==> src/acs_pkg.sv <==
// Constants shared by the audio clock source selector
package acs_pkg;

  // ***************************************************************
  // Timing
  // ***************************************************************
  localparam int unsigned CLK_HZ      = 50_000_000;
  localparam int unsigned RATE_MIN_HZ = 28_000;
  localparam int unsigned RATE_MAX_HZ = 200_000;
  localparam int unsigned DBL_MIN_HZ  = 56_000;
  localparam int unsigned QUAD_MIN_HZ = 112_000;
  // Shortest and longest accepted sample period in clock cycles
  localparam int unsigned PER_MIN     = CLK_HZ / RATE_MAX_HZ;
  localparam int unsigned PER_MAX     = (CLK_HZ + RATE_MIN_HZ - 1) / RATE_MIN_HZ;
  localparam int unsigned PER_DBL     = CLK_HZ / DBL_MIN_HZ;
  localparam int unsigned PER_QUAD    = CLK_HZ / QUAD_MIN_HZ;
  localparam int unsigned PER_W       = 11;
  localparam int unsigned SYNC_TOL    = 4;

  // ***************************************************************
  // Sources and lock states
  // ***************************************************************
  localparam int unsigned NUM_SRC  = 5;
  localparam logic [2:0]  SRC_MC   = 3'h0;
  localparam logic [2:0]  SRC_AES  = 3'h1;
  localparam logic [2:0]  SRC_SPDIF = 3'h2;
  localparam logic [2:0]  SRC_WCT  = 3'h3;
  localparam logic [2:0]  SRC_SYNC = 3'h4;
  localparam logic [1:0]  LK_NONE  = 2'h0;
  localparam logic [1:0]  LK_LOCK  = 2'h1;
  localparam logic [1:0]  LK_SYNC  = 2'h2;

  // ***************************************************************
  // Register offsets
  // ***************************************************************
  localparam logic [5:0] OFS_CTRL  = 6'h00;
  localparam logic [5:0] OFS_BASE  = 6'h04;
  localparam logic [5:0] OFS_FADER = 6'h08;
  localparam logic [5:0] OFS_STAT  = 6'h0C;
  localparam logic [5:0] OFS_PER0  = 6'h10;
  localparam logic [5:0] OFS_SYSPER = 6'h24;
  localparam logic [5:0] OFS_RATE  = 6'h28;
  localparam logic [5:0] OFS_IRQS  = 6'h2C;
  localparam logic [5:0] OFS_IRQM  = 6'h30;

  // ***************************************************************
  // Control fields and reset values
  // ***************************************************************
  localparam int unsigned CB_AUTO  = 0;
  localparam int unsigned CB_PREF  = 1;
  localparam int unsigned CB_SPIN  = 4;
  localparam int unsigned CB_SPOPT = 6;
  localparam int unsigned CB_MCEXP = 7;
  localparam int unsigned CB_SSPD  = 8;
  localparam int unsigned CB_PASS  = 9;
  localparam int unsigned CB_DDS   = 10;
  localparam int unsigned CB_MULT  = 11;
  localparam int unsigned CB_FADE  = 13;
  localparam logic [13:0] CTRL_RST = 14'h0000;
  localparam logic [17:0] BASE_RST = 18'h0BB80;
  localparam logic [15:0] FADE_RST = 16'h0000;
  localparam logic [5:0]  IRQ_RST  = 6'h00;

endpackage

==> src/acs_clock_selector.sv <==
// Clock source selection, lock monitor and synthesized rate generator
//
// Functional notes
// - Manual mode runs from internal clock; auto-slave follows the preferred reference.
// - Auto-slave scans all inputs and slaves to a valid one.
// - Lost slave input returns to internal clock and master state at once.
// - Preferred input is used while valid, otherwise others scanned in turn.
// - Fall back to next available source; report current source and rate.
// - Candidates: multichannel optical, AES, SPDIF, word/timecode, internal sync.
// - No valid input leaves the device in master mode.
// - Each input reports no signal, locked, or locked and synchronous.
// - Incoming sample period of each input is measured and readable.
// - Word clock out equals system rate, or divided into single speed range.
// - Any rate from 28 kHz to 200 kHz is accepted and tracked.
// - Synthesized rate is base; with DDS set, base plus optional fader offset, times multiplier, 1 Hz steps.
// - Multiplier selects single, double or quad speed.
// - Synthesized settings are taken up only while in master mode.
// - SPDIF input chosen from optical, coaxial or internal header.
// - SPDIF out always on coaxial, also on optical when selected.
// - Multichannel optical input can be switched to the expansion connector.
// - Passthrough option forwards channel status and track markers of SPDIF and AES.
`timescale 1ns/1ps
module acs_clock_selector (
  // Clock and reset
  input  wire logic        ref_clk,
  input  wire logic        sys_rst,
  // Register port
  input  wire logic [5:0]  reg_addr,
  input  wire logic [31:0] reg_wdata,
  input  wire logic        reg_wr,
  input  wire logic        reg_rd,
  output logic      [31:0] reg_rdata,
  // Recovered sample clocks from the receivers
  input  wire logic        mc_opt_wc,
  input  wire logic        mc_exp_wc,
  input  wire logic        aes_wc,
  input  wire logic        spdif_opt_wc,
  input  wire logic        spdif_coax_wc,
  input  wire logic        spdif_hdr_wc,
  input  wire logic        wct_wc,
  input  wire logic        sync_int_wc,
  // SPDIF transmit path
  input  wire logic        spdif_tx,
  output logic             spdif_coax_tx,
  output logic             spdif_opt_tx,
  // Channel status and marker passthrough
  input  wire logic        spdif_cs,
  input  wire logic        spdif_mark,
  input  wire logic        aes_cs,
  input  wire logic        aes_mark,
  output logic             spdif_cs_fwd,
  output logic             spdif_mark_fwd,
  output logic             aes_cs_fwd,
  output logic             aes_mark_fwd,
  // Clock outputs and status
  output logic             sys_wc,
  output logic             word_clk_out,
  output logic             slave_active,
  output logic             irq
);

  localparam int NS = acs_pkg::NUM_SRC;

  // ***************************************************************
  // Registers
  // ***************************************************************
  logic [13:0]              ctrl;
  logic [17:0]              base_hz;
  logic signed [15:0]       fader;
  logic [5:0]               irq_stat;
  logic [5:0]               irq_mask;
  logic [2:0]               cur_src;
  logic [2:0]               scan_ptr;
  logic [19:0]              nco_rate;
  logic [26:0]              nco_acc;
  logic                     nco_lvl;
  logic [1:0]               div_cnt;
  logic [NS-1:0]            lck_prev;
  logic                     slave_prev;
  logic                     sys_prev;

  logic [NS:0]              m_lvl;
  logic [NS:0]              lck;
  logic [acs_pkg::PER_W-1:0] per [NS+1];
  logic [NS-1:0]            sy;
  logic [2:0]               pref;
  logic [31:0]              rd_val;
  logic [19:0]              next_rate;
  logic [26:0]              next_acc;
  logic signed [19:0]       synth_sum;
  logic [5:0]               irq_ev;
  logic [4:0]               pin_raw;

  assign pref = ctrl[acs_pkg::CB_PREF +: 3];

  // ***************************************************************
  // Input path selection and synchronisers
  // ***************************************************************
  always_comb begin
    pin_raw[acs_pkg::SRC_MC] = ctrl[acs_pkg::CB_MCEXP] ? mc_exp_wc : mc_opt_wc;
    pin_raw[acs_pkg::SRC_AES] = aes_wc;
    unique case (ctrl[acs_pkg::CB_SPIN +: 2])
      2'h0:    pin_raw[acs_pkg::SRC_SPDIF] = spdif_opt_wc;
      2'h1:    pin_raw[acs_pkg::SRC_SPDIF] = spdif_coax_wc;
      default: pin_raw[acs_pkg::SRC_SPDIF] = spdif_hdr_wc;
    endcase
    pin_raw[acs_pkg::SRC_WCT] = wct_wc;
    pin_raw[acs_pkg::SRC_SYNC] = sync_int_wc;
  end

  // Two flops per selected source after the path muxes; only the muxes read the raw pins
  logic [NS-1:0] sync_a;
  logic [NS-1:0] sync_b;

  always_ff @(posedge ref_clk) begin
    if (sys_rst) begin
      sync_a <= '0;
      sync_b <= '0;
    end else begin
      sync_a <= pin_raw;
      sync_b <= sync_a;
    end
  end

  assign m_lvl = {sys_wc, sync_b};

  // ***************************************************************
  // Period measurement and lock detection per input
  // ***************************************************************
  genvar gi;
  generate
    for (gi = 0; gi <= NS; gi++) begin : g_meas
      logic                      prev;
      logic [acs_pkg::PER_W-1:0] cnt;
      logic                      lk;
      logic [acs_pkg::PER_W-1:0] pr;

      always_ff @(posedge ref_clk) begin
        if (sys_rst) begin
          prev <= 1'b0;
          cnt  <= '0;
          lk   <= 1'b0;
          pr   <= '0;
        end else begin
          prev <= m_lvl[gi];
          if (m_lvl[gi] && !prev) begin
            cnt <= '0;
            pr  <= cnt;
            lk  <= (cnt >= acs_pkg::PER_W'(acs_pkg::PER_MIN - 1)) &&
                   (cnt <= acs_pkg::PER_W'(acs_pkg::PER_MAX - 1));
          end else if (cnt > acs_pkg::PER_W'(acs_pkg::PER_MAX)) begin
            lk <= 1'b0;
          end else begin
            cnt <= cnt + 1'b1;
          end
        end
      end

      assign lck[gi] = lk;
      assign per[gi] = pr;
    end
  endgenerate

  // Synchronous state against the measured system clock
  generate
    for (gi = 0; gi < NS; gi++) begin : g_sync
      logic [acs_pkg::PER_W-1:0] diff;
      assign diff = (per[gi] > per[NS]) ? per[gi] - per[NS] : per[NS] - per[gi];
      assign sy[gi] = lck[gi] && lck[NS] &&
                      (diff <= acs_pkg::PER_W'(acs_pkg::SYNC_TOL));
    end
  endgenerate

  // ***************************************************************
  // Source selection
  // ***************************************************************
  always_ff @(posedge ref_clk) begin
    if (sys_rst) begin
      slave_active <= 1'b0;
      cur_src      <= acs_pkg::SRC_MC;
      scan_ptr     <= acs_pkg::SRC_MC;
    end else begin
      scan_ptr <= (scan_ptr == 3'(NS - 1)) ? 3'h0 : scan_ptr + 3'h1;
      if (!ctrl[acs_pkg::CB_AUTO]) begin
        slave_active <= 1'b0;
      end else if (slave_active && !lck[cur_src]) begin
        slave_active <= 1'b0;
      end else if (pref < 3'(NS) && lck[pref]) begin
        cur_src      <= pref;
        slave_active <= 1'b1;
      end else if (!slave_active && lck[scan_ptr]) begin
        cur_src      <= scan_ptr;
        slave_active <= 1'b1;
      end
      // With no locked input no branch sets slave_active: master stays
    end
  end

  // ***************************************************************
  // Synthesized internal rate
  // ***************************************************************
  always_comb begin
    synth_sum = $signed({2'b00, base_hz}) +
                (ctrl[acs_pkg::CB_FADE] ? 20'(fader) : 20'sh00000);
    next_rate = {2'b00, base_hz};
    if (ctrl[acs_pkg::CB_DDS]) begin
      unique case (ctrl[acs_pkg::CB_MULT +: 2])
        2'h1:    next_rate = 20'(synth_sum <<< 1);
        2'h2:    next_rate = 20'(synth_sum <<< 2);
        default: next_rate = 20'(synth_sum);
      endcase
    end
    next_acc = nco_acc + {6'h00, nco_rate, 1'b0};
  end

  // Rate frozen while slaved to an input
  always_ff @(posedge ref_clk) begin
    if (sys_rst) begin
      nco_rate <= {2'b00, acs_pkg::BASE_RST};
    end else if (!slave_active) begin
      nco_rate <= next_rate;
    end
  end

  // Toggles twice per period, exact to 1 Hz
  always_ff @(posedge ref_clk) begin
    if (sys_rst) begin
      nco_acc <= '0;
      nco_lvl <= 1'b0;
    end else if (next_acc >= 27'(acs_pkg::CLK_HZ)) begin
      nco_acc <= next_acc - 27'(acs_pkg::CLK_HZ);
      nco_lvl <= !nco_lvl;
    end else begin
      nco_acc <= next_acc;
    end
  end

  // ***************************************************************
  // System and word clock outputs
  // ***************************************************************
  always_ff @(posedge ref_clk) begin
    if (sys_rst) begin
      sys_wc       <= 1'b0;
      sys_prev     <= 1'b0;
      div_cnt      <= 2'h0;
      word_clk_out <= 1'b0;
    end else begin
      sys_wc <= slave_active ? sync_b[cur_src] : nco_lvl;
      sys_prev <= sys_wc;
      // Divider steps on each rising edge of the system clock
      if (sys_wc && !sys_prev) begin
        div_cnt <= div_cnt + 2'h1;
      end
      if (!ctrl[acs_pkg::CB_SSPD] || !lck[NS] ||
          per[NS] > acs_pkg::PER_W'(acs_pkg::PER_DBL)) begin
        word_clk_out <= sys_wc;
      end else if (per[NS] > acs_pkg::PER_W'(acs_pkg::PER_QUAD)) begin
        word_clk_out <= div_cnt[0];
      end else begin
        word_clk_out <= div_cnt[1];
      end
    end
  end

  // ***************************************************************
  // SPDIF output and status passthrough
  // ***************************************************************
  always_ff @(posedge ref_clk) begin
    if (sys_rst) begin
      spdif_coax_tx  <= 1'b0;
      spdif_opt_tx   <= 1'b0;
      spdif_cs_fwd   <= 1'b0;
      spdif_mark_fwd <= 1'b0;
      aes_cs_fwd     <= 1'b0;
      aes_mark_fwd   <= 1'b0;
    end else begin
      spdif_coax_tx  <= spdif_tx;
      spdif_opt_tx   <= ctrl[acs_pkg::CB_SPOPT] & spdif_tx;
      spdif_cs_fwd   <= ctrl[acs_pkg::CB_PASS] & spdif_cs;
      spdif_mark_fwd <= ctrl[acs_pkg::CB_PASS] & spdif_mark;
      aes_cs_fwd     <= ctrl[acs_pkg::CB_PASS] & aes_cs;
      aes_mark_fwd   <= ctrl[acs_pkg::CB_PASS] & aes_mark;
    end
  end

  // ***************************************************************
  // Interrupts
  // ***************************************************************
  assign irq_ev = {slave_active ^ slave_prev, lck[NS-1:0] ^ lck_prev};

  always_ff @(posedge ref_clk) begin
    if (sys_rst) begin
      lck_prev   <= '0;
      slave_prev <= 1'b0;
      irq_stat   <= acs_pkg::IRQ_RST;
      irq        <= 1'b0;
    end else begin
      lck_prev   <= lck[NS-1:0];
      slave_prev <= slave_active;
      // Set wins over a clear in the same cycle
      if (reg_wr && reg_addr == acs_pkg::OFS_IRQS) begin
        irq_stat <= (irq_stat & ~reg_wdata[5:0]) | irq_ev;
      end else begin
        irq_stat <= irq_stat | irq_ev;
      end
      irq <= |(irq_stat & irq_mask);
    end
  end

  // ***************************************************************
  // Register writes
  // ***************************************************************
  always_ff @(posedge ref_clk) begin
    if (sys_rst) begin
      ctrl     <= acs_pkg::CTRL_RST;
      base_hz  <= acs_pkg::BASE_RST;
      fader    <= acs_pkg::FADE_RST;
      irq_mask <= acs_pkg::IRQ_RST;
    end else if (reg_wr) begin
      unique case (reg_addr)
        acs_pkg::OFS_CTRL:  ctrl     <= reg_wdata[13:0];
        acs_pkg::OFS_BASE:  base_hz  <= reg_wdata[17:0];
        acs_pkg::OFS_FADER: fader    <= reg_wdata[15:0];
        acs_pkg::OFS_IRQM:  irq_mask <= reg_wdata[5:0];
        default: ;
      endcase
    end
  end

  // ***************************************************************
  // Register reads
  // ***************************************************************
  always_comb begin
    rd_val = 32'h00000000;
    if (reg_addr >= acs_pkg::OFS_PER0 && reg_addr < acs_pkg::OFS_SYSPER) begin
      for (int i = 0; i < NS; i++) begin
        if (reg_addr[5:2] == 4'(i + 4)) begin
          rd_val = 32'(per[i]);
        end
      end
    end else begin
      unique case (reg_addr)
        acs_pkg::OFS_CTRL:   rd_val = 32'(ctrl);
        acs_pkg::OFS_BASE:   rd_val = 32'(base_hz);
        acs_pkg::OFS_FADER:  rd_val = 32'(fader);
        acs_pkg::OFS_SYSPER: rd_val = 32'(per[NS]);
        acs_pkg::OFS_RATE:   rd_val = 32'(nco_rate);
        acs_pkg::OFS_IRQS:   rd_val = 32'(irq_stat);
        acs_pkg::OFS_IRQM:   rd_val = 32'(irq_mask);
        acs_pkg::OFS_STAT: begin
          rd_val[0]   = slave_active;
          rd_val[3:1] = cur_src;
          for (int i = 0; i < NS; i++) begin
            rd_val[4 + 2 * i +: 2] = sy[i]  ? acs_pkg::LK_SYNC :
                                     lck[i] ? acs_pkg::LK_LOCK : acs_pkg::LK_NONE;
          end
        end
        default: rd_val = 32'h00000000;
      endcase
    end
  end

  always_ff @(posedge ref_clk) begin
    if (sys_rst) begin
      reg_rdata <= 32'h00000000;
    end else begin
      reg_rdata <= reg_rd ? rd_val : 32'h00000000;
    end
  end

endmodule

==> config.mk <==
export PLATFORM = sky130hd
export DESIGN_NAME = acs_clock_selector
export DESIGN_NICKNAME = d
export VERILOG_FILES = /design/src/acs_pkg.sv /design/src/acs_clock_selector.sv
export SDC_FILE = /design/constraint.sdc
export NUM_CORES = 1
export LEC_CHECK = 0
export BUFFER_PORTS_ARGS = -buffer_cell sky130_fd_sc_hd__buf_2
export CAP_MARGIN = 20
export CORE_MARGIN = 8
export CORE_UTILIZATION = 40
export DETAILED_ROUTE_END_ITERATION = 8
export SLEW_MARGIN = 40
export SYNTH_ARGS = -nofsm -noshare
export SYNTH_HDL_FRONTEND = slang
export SYNTH_SLANG_ARGS = --single-unit
==> constraint.sdc <==
create_clock -name ref_clk -period 5.99 [get_ports ref_clk]
set_input_delay 1.198 -clock ref_clk [delete_from_list [all_inputs] [get_ports ref_clk]]
set_output_delay 1.198 -clock ref_clk [all_outputs]
set_load 0.02 [all_outputs]
# --- Yosys cells after proc, flatten, opt, wreduce, memory -nomap -nowiden ---
# Cells that the tools add are included.
op_classes:
  add_sub_neg: 21
  magnitude_cmp: 37
  n_eq_ne: 16
  muxes: 57
  n_bitwise: 15
  n_reduce_logical: 64
ops:
  columns: ["op", "count"]
  rows:
  - ["$mux W32", 5]
  - ["$pmux W14 S8", 1]
  - ["$sub A11 B11 Y11", 10]
  - ["$add A11 B1 Y11 const B", 6]
  - ["$ge A11 B8 Y1 const B", 6]
  - ["$gt A11 B11 Y1 const B", 6]
  - ["$le A11 B11 Y1 const B", 6]
  - ["$mux W11", 6]
  - ["$gt A11 B11 Y1", 5]
  - ["$le A11 B3 Y1 const B", 5]
  - ["$pmux W18 S3", 1]
  - ["$mux W20", 2]
  - ["$pmux W20 S2", 1]
  - ["$add A27 B21 Y27", 1]
  - ["$ge A27 B26 Y1 const B", 1]
  - ["$logic_and A1 B1 Y1", 27]
  - ["$mux W1", 27]
  - ["$mux W27", 1]
  - ["$sub A27 B26 Y27 const B", 1]
  - ["$eq A6 B6 Y1 const B", 4]
  - ["$add A19 B20 Y20", 1]
  - ["$eq A4 B3 Y1 const B", 4]
  - ["$reduce_or A2 Y1", 8]
  - ["$reduce_bool A2 Y1", 7]
  - ["other kinds (34)", 68]
totals:
  regBits: 318
  inputBits: 55

# --- Depth between registers and ports, before layout ---
depth:
  ltp_word: 7
  ltp_mapped: 18

# --- Least setup slack after synthesis ---
# Ideal clock, no wire load.
synth_path:
  kind: "register to register"
  start: "register nco_rate[0]"
  end: "register nco_acc[15]"
  t_arrival_ns: 3.513
  required_ns: 5.867
  setup_slack_ns: 2.354
  stages_incl_launch_ff: 17
  synth_period_minus_slack_ns: 3.636
  path_cell_list: "dfxtp_1 ha_1 inv_1 fa_1 nor2b_1 o211a_1 a211oi_1 xnor2_1 ha_1 nand4b_1 or4_1 nor3b_1 o311ai_4 o211ai_4 buf_6 nor3_1 mux2_1"
synth_via:
  elab_chain_len: 3
synth_rtl:
  columns: ["element", "line_no", "source"]
  rows:
  - ["from (decl)", "acs_clock_selector.sv:74", "logic [19:0] nco_rate;"]
  - ["from (signal assigned)", "acs_clock_selector.sv:219", "nco_rate <= {2'b00, acs_pkg::BASE_RST};"]
  - ["from (signal assigned)", "acs_clock_selector.sv:221", "nco_rate <= next_rate;"]
  - ["$add A27 B21 Y27 *", "acs_clock_selector.sv:213", "next_acc = nco_acc + {6'h00, nco_rate, 1'b0};"]
  - ["$sub A27 B26 Y27 or $ge A27 B26 Y1 (tied branches)", "acs_clock_selector.sv:231, acs_clock_selector.sv:230", null]
  - ["$mux W27 *", "acs_clock_selector.sv:230", "end else if (next_acc >= 27'(acs_pkg::CLK_HZ)) begin"]
  - ["to (signal assigned)", "acs_clock_selector.sv:231", "nco_acc <= next_acc - 27'(acs_pkg::CLK_HZ);"]
  - ["to (signal assigned)", "acs_clock_selector.sv:234", "nco_acc <= next_acc;"]
  - ["to (decl)", "acs_clock_selector.sv:75", "logic [26:0] nco_acc;"]
# Every way passes the cells marked *; elsewhere a longest branch is shown, timed or not.
# A chain may end at the register's enable or synchronous reset.

# --- Worst setup path after layout ---
layout_path:
  start: "register nco_rate[0]"
  end: "register nco_acc[14]"
# Same word-level chain as after synthesis.

==> impl_metrics.ini <==
[clock_network]
clockBufferDepth = 3
clk-insertion-delay-late_ns = 0.57
ctsResizeCount = 0
htreeDepth = 2
cts.sinks = 306
cts_setup_buffers = 0
clk_pin_slew_ns = 0.06
cts_made_buffers = 38
cts_tree = built
cts-root-buf = clkbuf_16
hold_buffers = 0

[global_routing]
grt_pass1_vias = 17506
grt_overflow = 0
grt_use_total_pct = 21.6
antenna_found_initial = 3
grt_max_degree = 79
grt_pass1_wl_um = 99400

[logic_synthesis]
syn-num-nets = 2808
yosys.area_share.simple_pct = 22.7
synth.avg_cell_area_um2 = 7.78
synth_flop_cell = dfxtp_1
yosysSeqAreaShare_pct = 30.5
synth_mux_area_share_pct = 2.97
ys_top_cells_by_area = dfxtp_1 (30%), ha_1 (10%), nand2_1 (7.2%)
ys_types = 89
yosysWarnings = 0
synth_compound_gate_area_share_pct = 22.3
synth_seq_cells = 306
synth_top_family_by_area = simple AND/OR/NAND/NOR gates
synth_top_area_share_pct = 30.5
synth_edf_count = 0
synthXorXnorAreaFrac_pct = 5.49
syn-cell-area_um2 = 20100
yosys.area.top_type = dfxtp_1
synthArstFlopShare_pct = 0
synth_adder_area_share_pct = 10.7
synthCells = 2583

[sta]
setup_viol = 0
period_share_pct = 73.2
rsz0062_at_grt = no
min_period_ns = 4.38
relSlewSlack_pct = 40.5
slew_violations = 0
tns_ns = 0
clock_skew_ns = 0.0324
fmax_mhz = 228
hold_violations = 0
worst_pin_slew_ns = 0.889

[power_and_ir_drop]
leakage_uw = 0.00856
peakVddDrop_mv = 0.167
powerDensity_nw_per_um2 = 229

[route]
routed_wl_um = 63800
drt-initial-drc-count = 1797
viasPerCell = 5.74
ant_nets = 0
drtPass1Iterations = 7
drc = 0
num_vias = 18788
post_drt_wl_per_cell_um = 19.5

[layout]
areaGrowthSynthToFinish_pct = 9.95
drive_gt1_share_pct = 8.19
design_area_um2 = 22100
layout.filler_cells = 5058
layout_common_cells = nand2_1 (388), dfxtp_1 (306), a21oi_1 (250)
multiInputGateArea_um2 = 12900
layout.cells.most_common = nand2_1
nets = 2799
seqCellArea_um2 = 6130

[worst_setup_path]
arrival_ns = 4.88
cp-end-kind = register
required_ns = 6.49
worstSetupPathType = reg2reg
crit_path_start_kind = register
critPathMaxFanout = 25

[floorplan]
core_um2 = 49900
start_util_pct = 40.3
die_h_um = 240
die_x_um = 240
die_area_um2 = 57700
top_level_ports = 97
num_rows = 82

[worst_hold_path]
hp-class = reg2reg

[place]
place_area_um2 = 20900
place.port_buffers = 82
place.gp.congestion = 0.925
place_hpwl_um = 47300

[status]
outcome = finished, final reports clean

[flow_run]
maxCapViolations = 0
-- final cells by class --
cell class                      count  area share, %
Clock inverter                     20          0.866
Clock buffer                       48           4.61
Tap cell                          672           3.80
Antenna cell                        2         0.0226
Sequential cell                   306           27.7
Inverter                          125           2.12
Timing Repair Buffer              100           2.50
Multi-Input combinational cell   2003           58.4
-- per-layer routing --
layer	track usage [%]	share of wire [%]	routed length (µm)
met1	30.1	46	29600
met2	33.5	43	27800
met3	3.38	7.3	4630
met4	7.28	2.9	1860
met5	0	0	0
-- registers in the layout (all words and copies together) (netlist names), 2 cells and up --
signal and cells:
base_hz 18, ctrl 14, cur_src 3, div_cnt 2, fader 16, g_meas.cnt 66
g_meas.lk 6, g_meas.pr 66, g_meas.prev 5, irq_mask 6, irq_stat 6, lck_prev 5
nco_acc 26, nco_rate 20, reg_rdata 21, scan_ptr 3, sync_a 5, sync_b 5
-- final timing paths --
path	start	to	slack (ns)	depth (start not counted)
setup / recovery	nco_rate[0]$_SDFFE_PP0N_	nco_acc[14]$_SDFF_PP0_	1.61	15
hold / removal	sync_a[4]$_SDFF_PP0_	sync_b[4]$_SDFF_PP0_	0.42	1
setup reg to reg	nco_rate[0]$_SDFFE_PP0N_	nco_acc[14]$_SDFF_PP0_	1.61	15
hold reg to reg	sync_a[4]$_SDFF_PP0_	sync_b[4]$_SDFF_PP0_	0.42	1
-- critical path: stages (launching register included) --
cell and delay, ns:
dfxtp_1 0.37, ha_1 0.22, inv_1 0.07, fa_1 0.40, nor2b_1 0.17, o211a_1 0.25, a211oi_1 0.12, xnor2_1 0.28
ha_1 0.23, nand4b_1 0.09, or4_1 0.55, nor3b_1 0.22, o311ai_4 0.30, o211ai_4 0.31, or4_1 0.56, a21oi_1 0.14
-- cells in the mapped netlist, drive strengths merged, types with 6 or more instances --
| cell | number |
|---|---|
| dfxtp | 306 |
| buf | 29 |
| xor2 | 77 |
| or3 | 15 |
| a221o | 6 |
| nand2b | 25 |
| o21a | 21 |
| a21o | 26 |
| ha | 168 |
| o21ai | 92 |
| nand3b | 7 |
| a211oi | 36 |
| o211a | 6 |
| a41oi | 6 |
| nor2 | 221 |
| o22ai | 12 |
| xnor2 | 49 |
| a31o | 6 |
| nor4 | 17 |
| nor2b | 58 |
| a21oi | 252 |
| mux2i | 36 |
| a211o | 7 |
| a221oi | 15 |
| o21bai | 10 |
| a22oi | 43 |
| a222oi | 14 |
| a31oi | 17 |
| inv | 125 |
| nand4 | 29 |
| nand2 | 388 |
| and3 | 23 |
| or2 | 9 |
| or4 | 9 |
| o2111ai | 7 |
| clkbuf | 120 |
| mux4 | 8 |
| o31ai | 19 |
| a311oi | 6 |
| o211ai | 28 |
| and2 | 39 |
| nand3 | 81 |
| nor3 | 45 |
| o31a | 9 |
-- report_power, final --
group | internal [µW] | leakage [µW] | switching (µW)
Combinational | 259 | 0.00549 | 445
Sequential | 2080 | 0.00247 | 40.7
Clock | 1300 | 0.000591 | 934
Total | 3640 | 0.00856 | 1420
-- metrics by stage --
| step | util [%] | setup WS (ns) | power, µW | instances | hold WS, ns |
|---|---|---|---|---|---|
| CTS | 44.3 | 1.64 | 5110 | 3273 | 0.428 |
| finish | 44.3 | 1.61 | 5060 | 3276 | 0.422 |
| detailed placement | 41.8 | 1.69 | 2850 | 3205 | 0.420 |
| floorplan | - | 2.35 | 2690 | 2583 | 0.414 |
| global placement | 41.8 | 1.76 | 2840 | 3205 | 0.419 |
| global route | 44.3 | 1.37 | 5300 | 3276 | 0.432 |
-- cells by family (layout without fill, tap and decap cells) --
family	Yosys count	after routing
simple gates	983	983
compound gates	675	675
flops	306	306
buf+inv	274	293
fa+ha+maj	170	170
xor+xnor	126	126
mux	49	49
other cells	0	2
Power figures use the tool's default switching activity.
